File: src/hw/drsi_pkg.sv
// package: constants and carrier types for the display reset/init sequencer
package drsi_pkg;
    // reset defaults of the display state, command opcodes and decode masks
    localparam logic [7:0] CONTRAST_RESET  = 8'h7F;
    localparam logic [5:0] START_LINE_RESET = 6'h00;
    localparam logic [7:0] COLUMN_RESET    = 8'h00;
    localparam logic [7:0] CMD_DISPLAY_OFF = 8'hAE;
    localparam logic [7:0] CMD_DISPLAY_ON  = 8'hAF;
    localparam logic [7:0] CMD_NORMAL_MODE = 8'hA4;
    localparam logic [7:0] CMD_ENTIRE_ON   = 8'hA5;
    localparam logic [7:0] CMD_CONTRAST    = 8'h81;
    localparam logic [7:0] CMD_SEG_NORMAL  = 8'hA0;
    localparam logic [7:0] CMD_SEG_REMAP   = 8'hA1;
    localparam logic [7:0] CMD_COM_NORMAL  = 8'hC0;
    localparam logic [7:0] CMD_COM_REVERSE = 8'hC8;
    localparam logic [7:0] CMD_MUX_RATIO   = 8'hA8;
    localparam logic [5:0] MUX_RESET       = 6'h3F;
    localparam logic [7:0] CMD_START_MASK  = 8'hC0;
    localparam logic [7:0] CMD_START_BASE  = 8'h40;
    localparam logic [7:0] CMD_COL_LO_MASK = 8'hF0;
    localparam logic [7:0] CMD_COL_LO_BASE = 8'h00;
    localparam logic [7:0] CMD_COL_HI_BASE = 8'h10;
    // i2c slave address, select pin supplies the lsb
    localparam logic [5:0] I2C_ADDR_UPPER  = 6'h1E;
    localparam int         SERIAL_BITS     = 8;

    typedef struct packed {
        logic       display_on;
        logic       entire_on;
        logic       seg_remap;
        logic       com_reverse;
        logic [7:0] contrast;
        logic [5:0] start_line;
        logic [7:0] column;
        logic [5:0] mux_ratio;
    } drsi_state_t;

    localparam drsi_state_t STATE_RESET = '{
        display_on:  1'b0,
        entire_on:   1'b0,
        seg_remap:   1'b0,
        com_reverse: 1'b0,
        contrast:    CONTRAST_RESET,
        start_line:  START_LINE_RESET,
        column:      COLUMN_RESET,
        mux_ratio:   MUX_RESET
    };

    typedef enum logic [1:0] {
        DRSI_ARG_NONE     = 2'b00,
        DRSI_ARG_CONTRAST = 2'b01,
        DRSI_ARG_MUX      = 2'b10
    } drsi_arg_t;
endpackage
File: src/hw/drsi_core.sv
// display driver core: reset defaults, i2c address select, command decode
`timescale 1ns/1ps
module drsi_core
    import drsi_pkg::*;
(
    input  wire logic        clk,
    input  wire logic        reset,
    input  wire logic        reset_input_n,
    input  wire logic        cmd_data_flag,
    input  wire logic        byte_valid,
    input  wire logic [7:0]  host_data_port,
    input  wire logic        serial_bit_valid,
    input  wire logic        serial_bit,
    output logic [6:0]       i2c_slave_addr,
    output drsi_state_t      disp_state,
    output logic [7:0]       serial_shift,
    output logic [3:0]       serial_count,
    output logic             serial_byte_done,
    output logic             data_write,
    output logic [7:0]       data_byte
);
    // three-stage sampling of the pins; change counts when stages 2 and 3 agree
    logic [2:0] rst_sync;
    logic [2:0] dc_sync;
    logic       rst_n_q;
    logic       dc_q;

    always_ff @(posedge clk) begin
        if (reset) begin
            rst_sync <= 3'h0;
            dc_sync  <= 3'h0;
            rst_n_q  <= 1'b0;
            dc_q     <= 1'b0;
        end else begin
            rst_sync <= {rst_sync[1:0], reset_input_n};
            dc_sync  <= {dc_sync[1:0], cmd_data_flag};
            if (rst_sync[1] == rst_sync[2]) begin
                rst_n_q <= rst_sync[2];
            end
            if (dc_sync[1] == dc_sync[2]) begin
                dc_q <= dc_sync[2];
            end
        end
    end

    // display reset held whenever either reset is active
    wire in_reset = reset || !rst_n_q;
    // transfers only counted outside reset; strobes are same-domain
    wire accept   = byte_valid && !in_reset;
    wire is_cmd   = accept && !cmd_data_flag;
    wire is_data  = accept && cmd_data_flag;

    // select pin level forms the address lsb
    assign i2c_slave_addr = {I2C_ADDR_UPPER, dc_q};

    // filtered select level must reach the address lsb one edge later
    property p_addr;
        @(posedge clk) disable iff (reset)
        (!dc_sync[2] && !dc_sync[1]) |=> i2c_slave_addr == 7'h3C;
    endproperty
    a_addr: assert property (p_addr)
        else $error("select low did not give the default address");

    property p_addr_hi;
        @(posedge clk) disable iff (reset)
        (dc_sync[2] && dc_sync[1]) |=> i2c_slave_addr == 7'h3D;
    endproperty
    a_addr_hi: assert property (p_addr_hi)
        else $error("select high did not give the alternate address");

    // command decode wires
    drsi_arg_t  pend;
    drsi_state_t next_state;
    drsi_arg_t  next_pend;
    wire        hit_start = (host_data_port & CMD_START_MASK) == CMD_START_BASE;
    wire        hit_col_lo = (host_data_port & CMD_COL_LO_MASK) == CMD_COL_LO_BASE;
    wire        hit_col_hi = (host_data_port & CMD_COL_LO_MASK) == CMD_COL_HI_BASE;

    // argument bytes follow their opcode; anything else is a single-byte command
    always_comb begin
        next_state = disp_state;
        next_pend  = DRSI_ARG_NONE;
        if (pend == DRSI_ARG_CONTRAST) begin
            next_state.contrast = host_data_port;
        end else if (pend == DRSI_ARG_MUX) begin
            next_state.mux_ratio = host_data_port[5:0];
        end else begin
            case (host_data_port)
                CMD_DISPLAY_OFF: next_state.display_on  = 1'b0;
                CMD_DISPLAY_ON:  next_state.display_on  = 1'b1;
                CMD_NORMAL_MODE: next_state.entire_on   = 1'b0;
                CMD_ENTIRE_ON:   next_state.entire_on   = 1'b1;
                CMD_SEG_NORMAL:  next_state.seg_remap   = 1'b0;
                CMD_SEG_REMAP:   next_state.seg_remap   = 1'b1;
                CMD_COM_NORMAL:  next_state.com_reverse = 1'b0;
                CMD_COM_REVERSE: next_state.com_reverse = 1'b1;
                CMD_CONTRAST:    next_pend = DRSI_ARG_CONTRAST;
                CMD_MUX_RATIO:   next_pend = DRSI_ARG_MUX;
                default: begin
                    if (hit_start) begin
                        next_state.start_line = host_data_port[5:0];
                    end else if (hit_col_lo) begin
                        next_state.column[3:0] = host_data_port[3:0];
                    end else if (hit_col_hi) begin
                        next_state.column[7:4] = host_data_port[3:0];
                    end
                end
            endcase
        end
    end

    // display state: reset defaults win over any command
    always_ff @(posedge clk) begin
        if (in_reset) begin
            disp_state <= STATE_RESET;
            pend       <= DRSI_ARG_NONE;
        end else if (is_cmd) begin
            disp_state <= next_state;
            pend       <= next_pend;
        end
    end

    // defaults held through every pin reset cycle
    property p_reset_defaults;
        @(posedge clk) disable iff (reset)
        !rst_n_q |=> disp_state == STATE_RESET;
    endproperty
    a_reset_defaults: assert property (p_reset_defaults)
        else $error("display state not at defaults during reset");

    property p_off_in_reset;
        @(posedge clk) disable iff (reset)
        !rst_n_q |=> !disp_state.display_on;
    endproperty
    a_off_in_reset: assert property (p_off_in_reset)
        else $error("display on while reset held");

    // literal values guard against a wrong package default
    property p_contrast;
        @(posedge clk)
        reset |=> disp_state.contrast == 8'h7F;
    endproperty
    a_contrast: assert property (p_contrast)
        else $error("contrast not 7Fh after reset");

    property p_reset_map;
        @(posedge clk)
        in_reset |=> !disp_state.seg_remap && !disp_state.com_reverse;
    endproperty
    a_reset_map: assert property (p_reset_map)
        else $error("mapping or scan direction not normal after reset");

    property p_reset_addr;
        @(posedge clk)
        in_reset |=> disp_state.start_line == 6'h00 && disp_state.column == 8'h00;
    endproperty
    a_reset_addr: assert property (p_reset_addr)
        else $error("start line or column not zero after reset");

    property p_reset_mode;
        @(posedge clk)
        in_reset |=> disp_state.mux_ratio == 6'h3F && !disp_state.entire_on;
    endproperty
    a_reset_mode: assert property (p_reset_mode)
        else $error("display mode not at defaults after reset");

    // a display-on opcode outside reset must land on the next edge
    property p_on_cmd;
        @(posedge clk) disable iff (reset)
        (rst_n_q && byte_valid && !cmd_data_flag && pend == DRSI_ARG_NONE
         && host_data_port == 8'hAF) |=> disp_state.display_on;
    endproperty
    a_on_cmd: assert property (p_on_cmd)
        else $error("display-on command not taken");

    // serial shift register, msb first; partial bits dropped by reset
    wire last_bit = serial_count == 4'(SERIAL_BITS - 1);
    always_ff @(posedge clk) begin
        if (in_reset) begin
            serial_shift     <= 8'h00;
            serial_count     <= 4'h0;
            serial_byte_done <= 1'b0;
        end else begin
            serial_byte_done <= serial_bit_valid && last_bit;
            if (serial_bit_valid) begin
                serial_shift <= {serial_shift[6:0], serial_bit};
                serial_count <= last_bit ? 4'h0 : serial_count + 4'h1;
            end
        end
    end

    // partial bits must not survive into the next byte
    property p_shift_clr;
        @(posedge clk)
        in_reset |=> serial_count == 4'h0 && serial_shift == 8'h00;
    endproperty
    a_shift_clr: assert property (p_shift_clr)
        else $error("serial shift not cleared");

    // data bytes pass out registered; column pointer not advanced here
    always_ff @(posedge clk) begin
        if (in_reset) begin
            data_write <= 1'b0;
            data_byte  <= 8'h00;
        end else begin
            data_write <= is_data;
            if (is_data) begin
                data_byte <= host_data_port;
            end
        end
    end

    // bytes in reset vanish; bytes after reset pass unchanged
    property p_ignore;
        @(posedge clk) disable iff (reset)
        (!rst_n_q && byte_valid) |=> !data_write;
    endproperty
    a_ignore: assert property (p_ignore)
        else $error("data accepted in reset");

    property p_accept;
        @(posedge clk) disable iff (reset)
        (rst_n_q && byte_valid && cmd_data_flag) |=> data_write;
    endproperty
    a_accept: assert property (p_accept)
        else $error("data ignored after reset");

    property p_data_byte;
        @(posedge clk) disable iff (reset)
        (rst_n_q && byte_valid && cmd_data_flag) |=> data_byte == $past(host_data_port);
    endproperty
    a_data_byte: assert property (p_data_byte)
        else $error("data byte not passed through");
endmodule

File: config.mk
export PLATFORM = sky130hd
export DESIGN_NAME = drsi_core
export DESIGN_NICKNAME = d
export VERILOG_FILES = /design/src/hw/drsi_pkg.sv /design/src/hw/drsi_core.sv
export SDC_FILE = /design/constraint.sdc
export NUM_CORES = 1
export LEC_CHECK = 0
export ABC_CLOCK_PERIOD_IN_PS = 4600
export BUFFER_PORTS_ARGS = -buffer_cell sky130_fd_sc_hd__buf_2
export CAP_MARGIN = 20
export CORE_AREA = 2 2 98 100
export CTS_CLUSTER_SIZE = 28
export DETAILED_ROUTE_END_ITERATION = 10
export DIE_AREA = 0 0 100 102
export GPL_TIMING_DRIVEN = 1
export PLACE_DENSITY = 0.5
export SYNTH_ARGS = -nofsm -noshare
export SYNTH_HDL_FRONTEND = slang
export SYNTH_SLANG_ARGS = --single-unit
File: constraint.sdc
create_clock -name clk -period 4.6 [get_ports clk]
set_input_delay 0.92 -clock clk [delete_from_list [all_inputs] [get_ports clk]]
set_output_delay 0.92 -clock clk [all_outputs]
set_load 0.02 [all_outputs]
# Word level (Yosys, flattened, before mapping)
# Cells that the tools add are included.
[word_totals]
regBits = 64
output_inout_bits = 61
wordCells = 73
[op_classes]
n_addsub = 1
n_eq_ne = 17
muxes = 8
n_bitwise = 5
reduce_logical = 23
[ops]
columns = ["operator", "count"]
rows = [
  ["8-bit == test, second input constant", 10],
  ["4-bit AND reduction", 4],
  ["10-bit OR reduction", 1],
  ["8-bit zero test", 1],
  ["1-bit case mux with 2 select lines", 4],
  ["2-bit nonzero test", 4],
  ["7-bit AND reduction", 1],
  ["6-bit AND reduction", 1],
  ["1-bit NOT", 5],
  ["5-bit AND reduction", 1],
  ["4-bit by 1-bit adder with 4-bit output, second input constant", 1],
  ["2-bit by 1-bit == test with 1-bit output, second input constant", 2],
  ["4-bit by 1-bit == test with 1-bit output, second input constant", 1],
  ["4-bit by 3-bit == test with 1-bit output, second input constant", 1],
  ["1-bit logical AND", 4],
  ["2-bit 2-to-1 mux", 2],
  ["4-bit 2-to-1 mux", 1],
  ["2-bit case mux with 2 select lines", 1],
  ["1-bit zero test", 3],
  ["3-bit AND reduction", 1],
  ["1-bit == test", 2],
  ["2-bit == test, second input constant", 1],
  ["2-bit AND reduction", 1],
  ["1-bit logical OR", 1],
]

# Depth between registers and ports, before layout
[logic_depth]
ltp_word = 6
ltp_mapped = 6
ltp_nobuf = 5

# Least setup slack after synthesis
# No wires, ideal clock.
[synth_timing]
path_kind = "input-to-reg"
start = "input host_data_port[6]"
end = "register disp_state[6] in the netlist's numbering"
setup_ns = 0.072
arrival_time_ns = 1.819
slack_ns = 2.709
cell_stages = 5
n_path_buf = 2
path_cell_list = "buf_6 nor4bb_2 and4b_1 buf_6 mux2i_1"
[synth_between]
elab_chain_cells = 4
word_cells_on_any_way = 16
[synth_rtl]
columns = ["item", "line", "text"]
rows = [
  ["from (decl)", "drsi_core.sv:11", "input wire logic [7:0] host_data_port,"],
  ["8-bit == test", "drsi_core.sv:88", "case (host_data_port)"],
  ["10-bit OR reduction (no line)", "n/a", ""],
  ["1-bit NOT (no line)", "n/a", ""],
  ["6-bit AND reduction (no line) (*)", "n/a", ""],
  ["to (signal assigned)", "drsi_core.sv:118", "disp_state <= next_state;"],
  ["to (decl)", "drsi_core.sv:15", "output drsi_state_t disp_state,"],
]
# Mark *: on every way between the ends. The rest lies on a longest branch, timed or not.
# A chain may end at the register's enable or synchronous reset.

# Final worst setup path
[layout_timing]
start = "input reset"
end = "register disp_state[6] in the netlist's numbering"
[layout_between]
elab_chain_cells = 5
[layout_rtl]
columns = ["item", "line", "text"]
rows = [
  ["from (decl)", "drsi_core.sv:7", "input wire logic reset,"],
  ["1-bit logical OR (*)", "drsi_core.sv:47", "wire in_reset = reset || !rst_n_q;"],
  ["1-bit zero test", "drsi_core.sv:49", "wire accept = byte_valid && !in_reset;"],
  ["1-bit logical AND", "drsi_core.sv:49", ""],
  ["1-bit logical AND", "drsi_core.sv:50", "wire is_cmd = accept && !cmd_data_flag;"],
  ["6-bit AND reduction (no line)", "n/a", ""],
]
# Marked as above.

==> metrics.md <==
| Metric | Value |
|---|---|
| Outcome | `completed` |
| Post-Synth XOR/XNOR Area | `0.325%` |
| Slowest CP cell | `nor2b_2` |
| Reg2Reg Setup Slack | `2620 ps` |
| CTS Hold Buffers Added | `0` |
| Total of max-cap violations | `0` |
| Lkg Pwr | `1.37 nW` |
| Power Density | `335 nW/um^2` |
| CTS Buffer Depth | `2` |
| Actual slew at the worst max-slew pin | `761 ps` |
| All-Layer GR Usage | `13.9%` |
| Final min period | `2200 ps` |
| Worst-Skew Late Latency | `330 ps` |
| FP Rows | `35` |
| Number of synthesized flops with an enable pin | `0` |
| CTS tree | `built` |
| Fillers | `986` |
| Cell internal pwr | `0.000843 W` |
| Setup bufs post-CTS | `0` |
| Critical Path Stages | `4` |
| Final Max Slew Viols | `0` |
| Post-CTS resize count | `0` |
| Seq/Total Area, Yosys | `47.6%` |
| Placed Cells | `443` |
| Finish-stage setup viols | `0` |
| Wire per inst | `14.4 microns` |
| Net Sw Frac | `22.0%` |
| Max H-tree Level | `3` |
| Clock power frac | `44.4%` |
| Router iterations before antenna repair | `4` |
| First-pass GRT wire length | `10900 microns` |
| CP Buf/Inv Count | `1` |
| Worst Path Required | `4860 ps` |
| NetSw | `0.000237 W` |
| Die W | `100 microns` |
| Reg2reg path depth | `3` |
| Vias per cell | `4.72` |
| VDD IR max | `0.000170 V` |
| Root Buffer | `clkbuf_8` |
| Die area | `10200 sq um` |
| ANT nets after route | `0` |
| Final Skew | `5.15 ps` |
| Layout cells sized above 1 | `26.5%` |
| Simple-gate share of the synthesized area | `27.5%` |
| CP top delay family | `simple AND/OR/NAND/NOR gates` |
| Core Util, Final | `35.4%` |
| Crit. End Element | `flip-flop` |
| Min-delay src | `dc_sync[0]` |
| Sequential share of power | `51.6%` |
| Pin count of the biggest net entering global routing | `27` |
| CTS clk-pin slew, worst paths | `70 ps` |
| Crit-path max cell delay | `640 ps` |
| Most common flop cell mapped by yosys | `dfxtp_1` |
| Worst hold slack | `442 ps` |
| Reg2reg end | `disp_state[6]` |
| Initial core utilization | `29.6%` |
| Crit path cell chain | `buf_2 > nor2b_2 > and4b_1 > mux2i_1` |
| NumNets Final | `362` |
| Syn Area/Cell | `9.38 sq um` |
| DRC violations left | `0` |
| Worst R2R Start | `rst_n_q` |
| Ys async rst share | `0%` |
| Non-filler cells, final | `458` |
| Multiplexer share of the synthesized area | `10.0%` |
| Diodes inserted | `0` |
| CP Data Arrival Time | `2450 ps` |
| GRT overflow | `0` |
| DP HPWL | `4460 microns` |
| Synth cell types | `34` |
| I/O Pins | `76` |
| DRT iter0 DRCs | `51` |
| # clock sinks | `64` |
| Core Region | `9110 sq um` |
| Buffers on Ports | `69` |
| Routed vias | `2162` |
| Initial antenna violation count | `0` |
| Power share of the combinational group | `4.0%` |
| Synthesized area | `2690 sq um` |
| CP startpoint | `reset` |
| Final RePlAce weighted congestion | `0.793` |
| Num CTS Buffers | `9` |
| Vias in the first global route | `2161` |
| Synth Area in Compound Gates | `5.90%` |
| CP startpoint kind | `primary input` |
| Adder-cell share of the synthesized area | `1.39%` |
| Synth-to-Final Area Change | `19.7%` |
| Final Cycle Share | `47.7%` |
| Hold Vio Cnt, Final | `0` |
| Slew HR | `49.0%` |
| Setup TNS | `0 ps` |
| Combinational family with the most area after synthesis | `simple AND/OR/NAND/NOR gates` |
| CP Capture Point | `disp_state[6]` |
| Critical path class | `primary input to flip-flop` |
| Cells after Synth | `287` |
| Die height | `102 microns` |
| Flops & latches, synth | `64` |
| Routed WL | `6610 microns` |
| CP max FO | `21` |
| RSZ-0062 raised after global routing | `false` |
| Worst min path class | `flip-flop to flip-flop` |
| Yosys synthesis warning count | `0` |
| FMAX | `0.456 GHz` |
==> cells by family (layout without fill, tap and decap cells) <==
group | Yosys count | after routing
XOR/XNOR | 1 | 1
adder cells (fa/ha/maj) | 3 | 3
other | 2 | 6
buffers and inverters | 32 | 88
flip-flops | 64 | 64
AND/OR/NAND/NOR | 127 | 127
multiplexers | 27 | 27
AO/OA/AOI/OAI | 31 | 31
==> metrics by stage <==
step                cell area (sq um)  worst slack [ps]  power [W]
floorplan                        2710              2710   0.000601
finish                           3220              2410    0.00108
global placement                 3030              2080   0.000612
detailed placement               3030              2040   0.000613
CTS                              3220              2400    0.00110
global route                     3220              2270    0.00113
==> worst register-to-register path, stage by stage, from the launching register on <==
cell,delay (ps)
dfxtp_1,510
nor2b_2,710
and4b_1,470
mux2i_1,220
==> power by group through the flow <==
stage / Combinational, W / Sequential, W / Clock, W
floorplan: 0.0000318 / 0.000569 / 0
global route: 0.0000463 / 0.000557 / 0.000527
global placement: 0.0000427 / 0.000569 / 0
finish: 0.0000431 / 0.000557 / 0.000480
detailed placement: 0.0000431 / 0.000570 / 0
CTS: 0.0000433 / 0.000557 / 0.000497
==> final cells by class <==
class                      count  area [sq um]  share of cell area (%)
timing repair buffer          71           358                    11.1
clock buffer                  11           151                    4.70
sequential                    64          1280                    39.7
inverter                       3          11.3                   0.349
clock inverter                 3          42.5                    1.32
multi-input combinational    195          1240                    38.5
tap                          111           139                    4.31
==> routing by layer <==
metal	global-route usage (%)	up-vias	wire [microns]
li1	-	1088	-
met1	18.5	983	3320
met2	20.7	84	2750
met3	3.90	7	433
met4	7.17	0	114
met5	0	-	0
==> cells in the final DEF, fill, tap and decap left out, types with 2 or more instances in the layout <==
cell type  instances
nor4b_4            2
nand2_1           45
ha_1               3
and4b_1            3
clkbuf_8          11
nand2b_1           3
o21ai_1           11
nand3_1           27
nor4bb_1           3
nand4bb_1          2
nand3b_1           2
conb_1             6
nand4_1            5
o21ai_0           13
mux2i_1           27
nand4b_1           3
buf_2             69
inv_1              3
nor2b_1            8
a21oi_1            6
dfxtp_1           64
nor2_1            15
==> flip-flops by register name, summed over array words and instances (netlist names) <==
signal	count
disp_state	32
data_byte	8
serial_shift	8
serial_count	4
dc_sync	3
rst_sync	3
pend	2
data_write	1
dc_q	1
rst_n_q	1
serial_byte_done	1
==> how the worst min path moves through the flow <==
stage / endpoint / slack (ps) / cells past startpoint
2_1_floorplan: dc_sync[1] / 410 / 1
3_3_place_gp: dc_sync[1] / 420 / 1
3_5_place_dp: dc_sync[1] / 430 / 1
4_1_cts: dc_sync[1] / 450 / 1
5_1_grt: dc_sync[1] / 460 / 1
6_report: dc_sync[1] / 440 / 1
==> synthesized netlist by cell type (2+ instances only) <==
cell | number | area, sq um
buf_6 | 3 | 33.8
clkbuf_1 | 6 | 22.5
nor2b_1 | 9 | 56.3
nor4b_4 | 2 | 47.6
nand4b_1 | 3 | 26.3
nand4_1 | 5 | 31.3
mux2i_1 | 27 | 270
and4b_1 | 3 | 30.0
o21ai_0 | 13 | 65.1
o21ai_1 | 11 | 55.1
buf_4 | 8 | 60.1
nand2b_1 | 3 | 18.8
nand2_1 | 45 | 169
inv_1 | 3 | 11.3
nor4bb_1 | 3 | 30.0
buf_2 | 12 | 60.1
conb_1 | 2 | 7.51
dfxtp_1 | 64 | 1280
nand3b_1 | 2 | 15.0
nand4bb_1 | 2 | 22.5
ha_1 | 3 | 37.5
nor2_1 | 15 | 56.3
a21oi_1 | 6 | 30.0
nand3_1 | 27 | 135
Note: power is estimated with default switching activity, not from simulation.
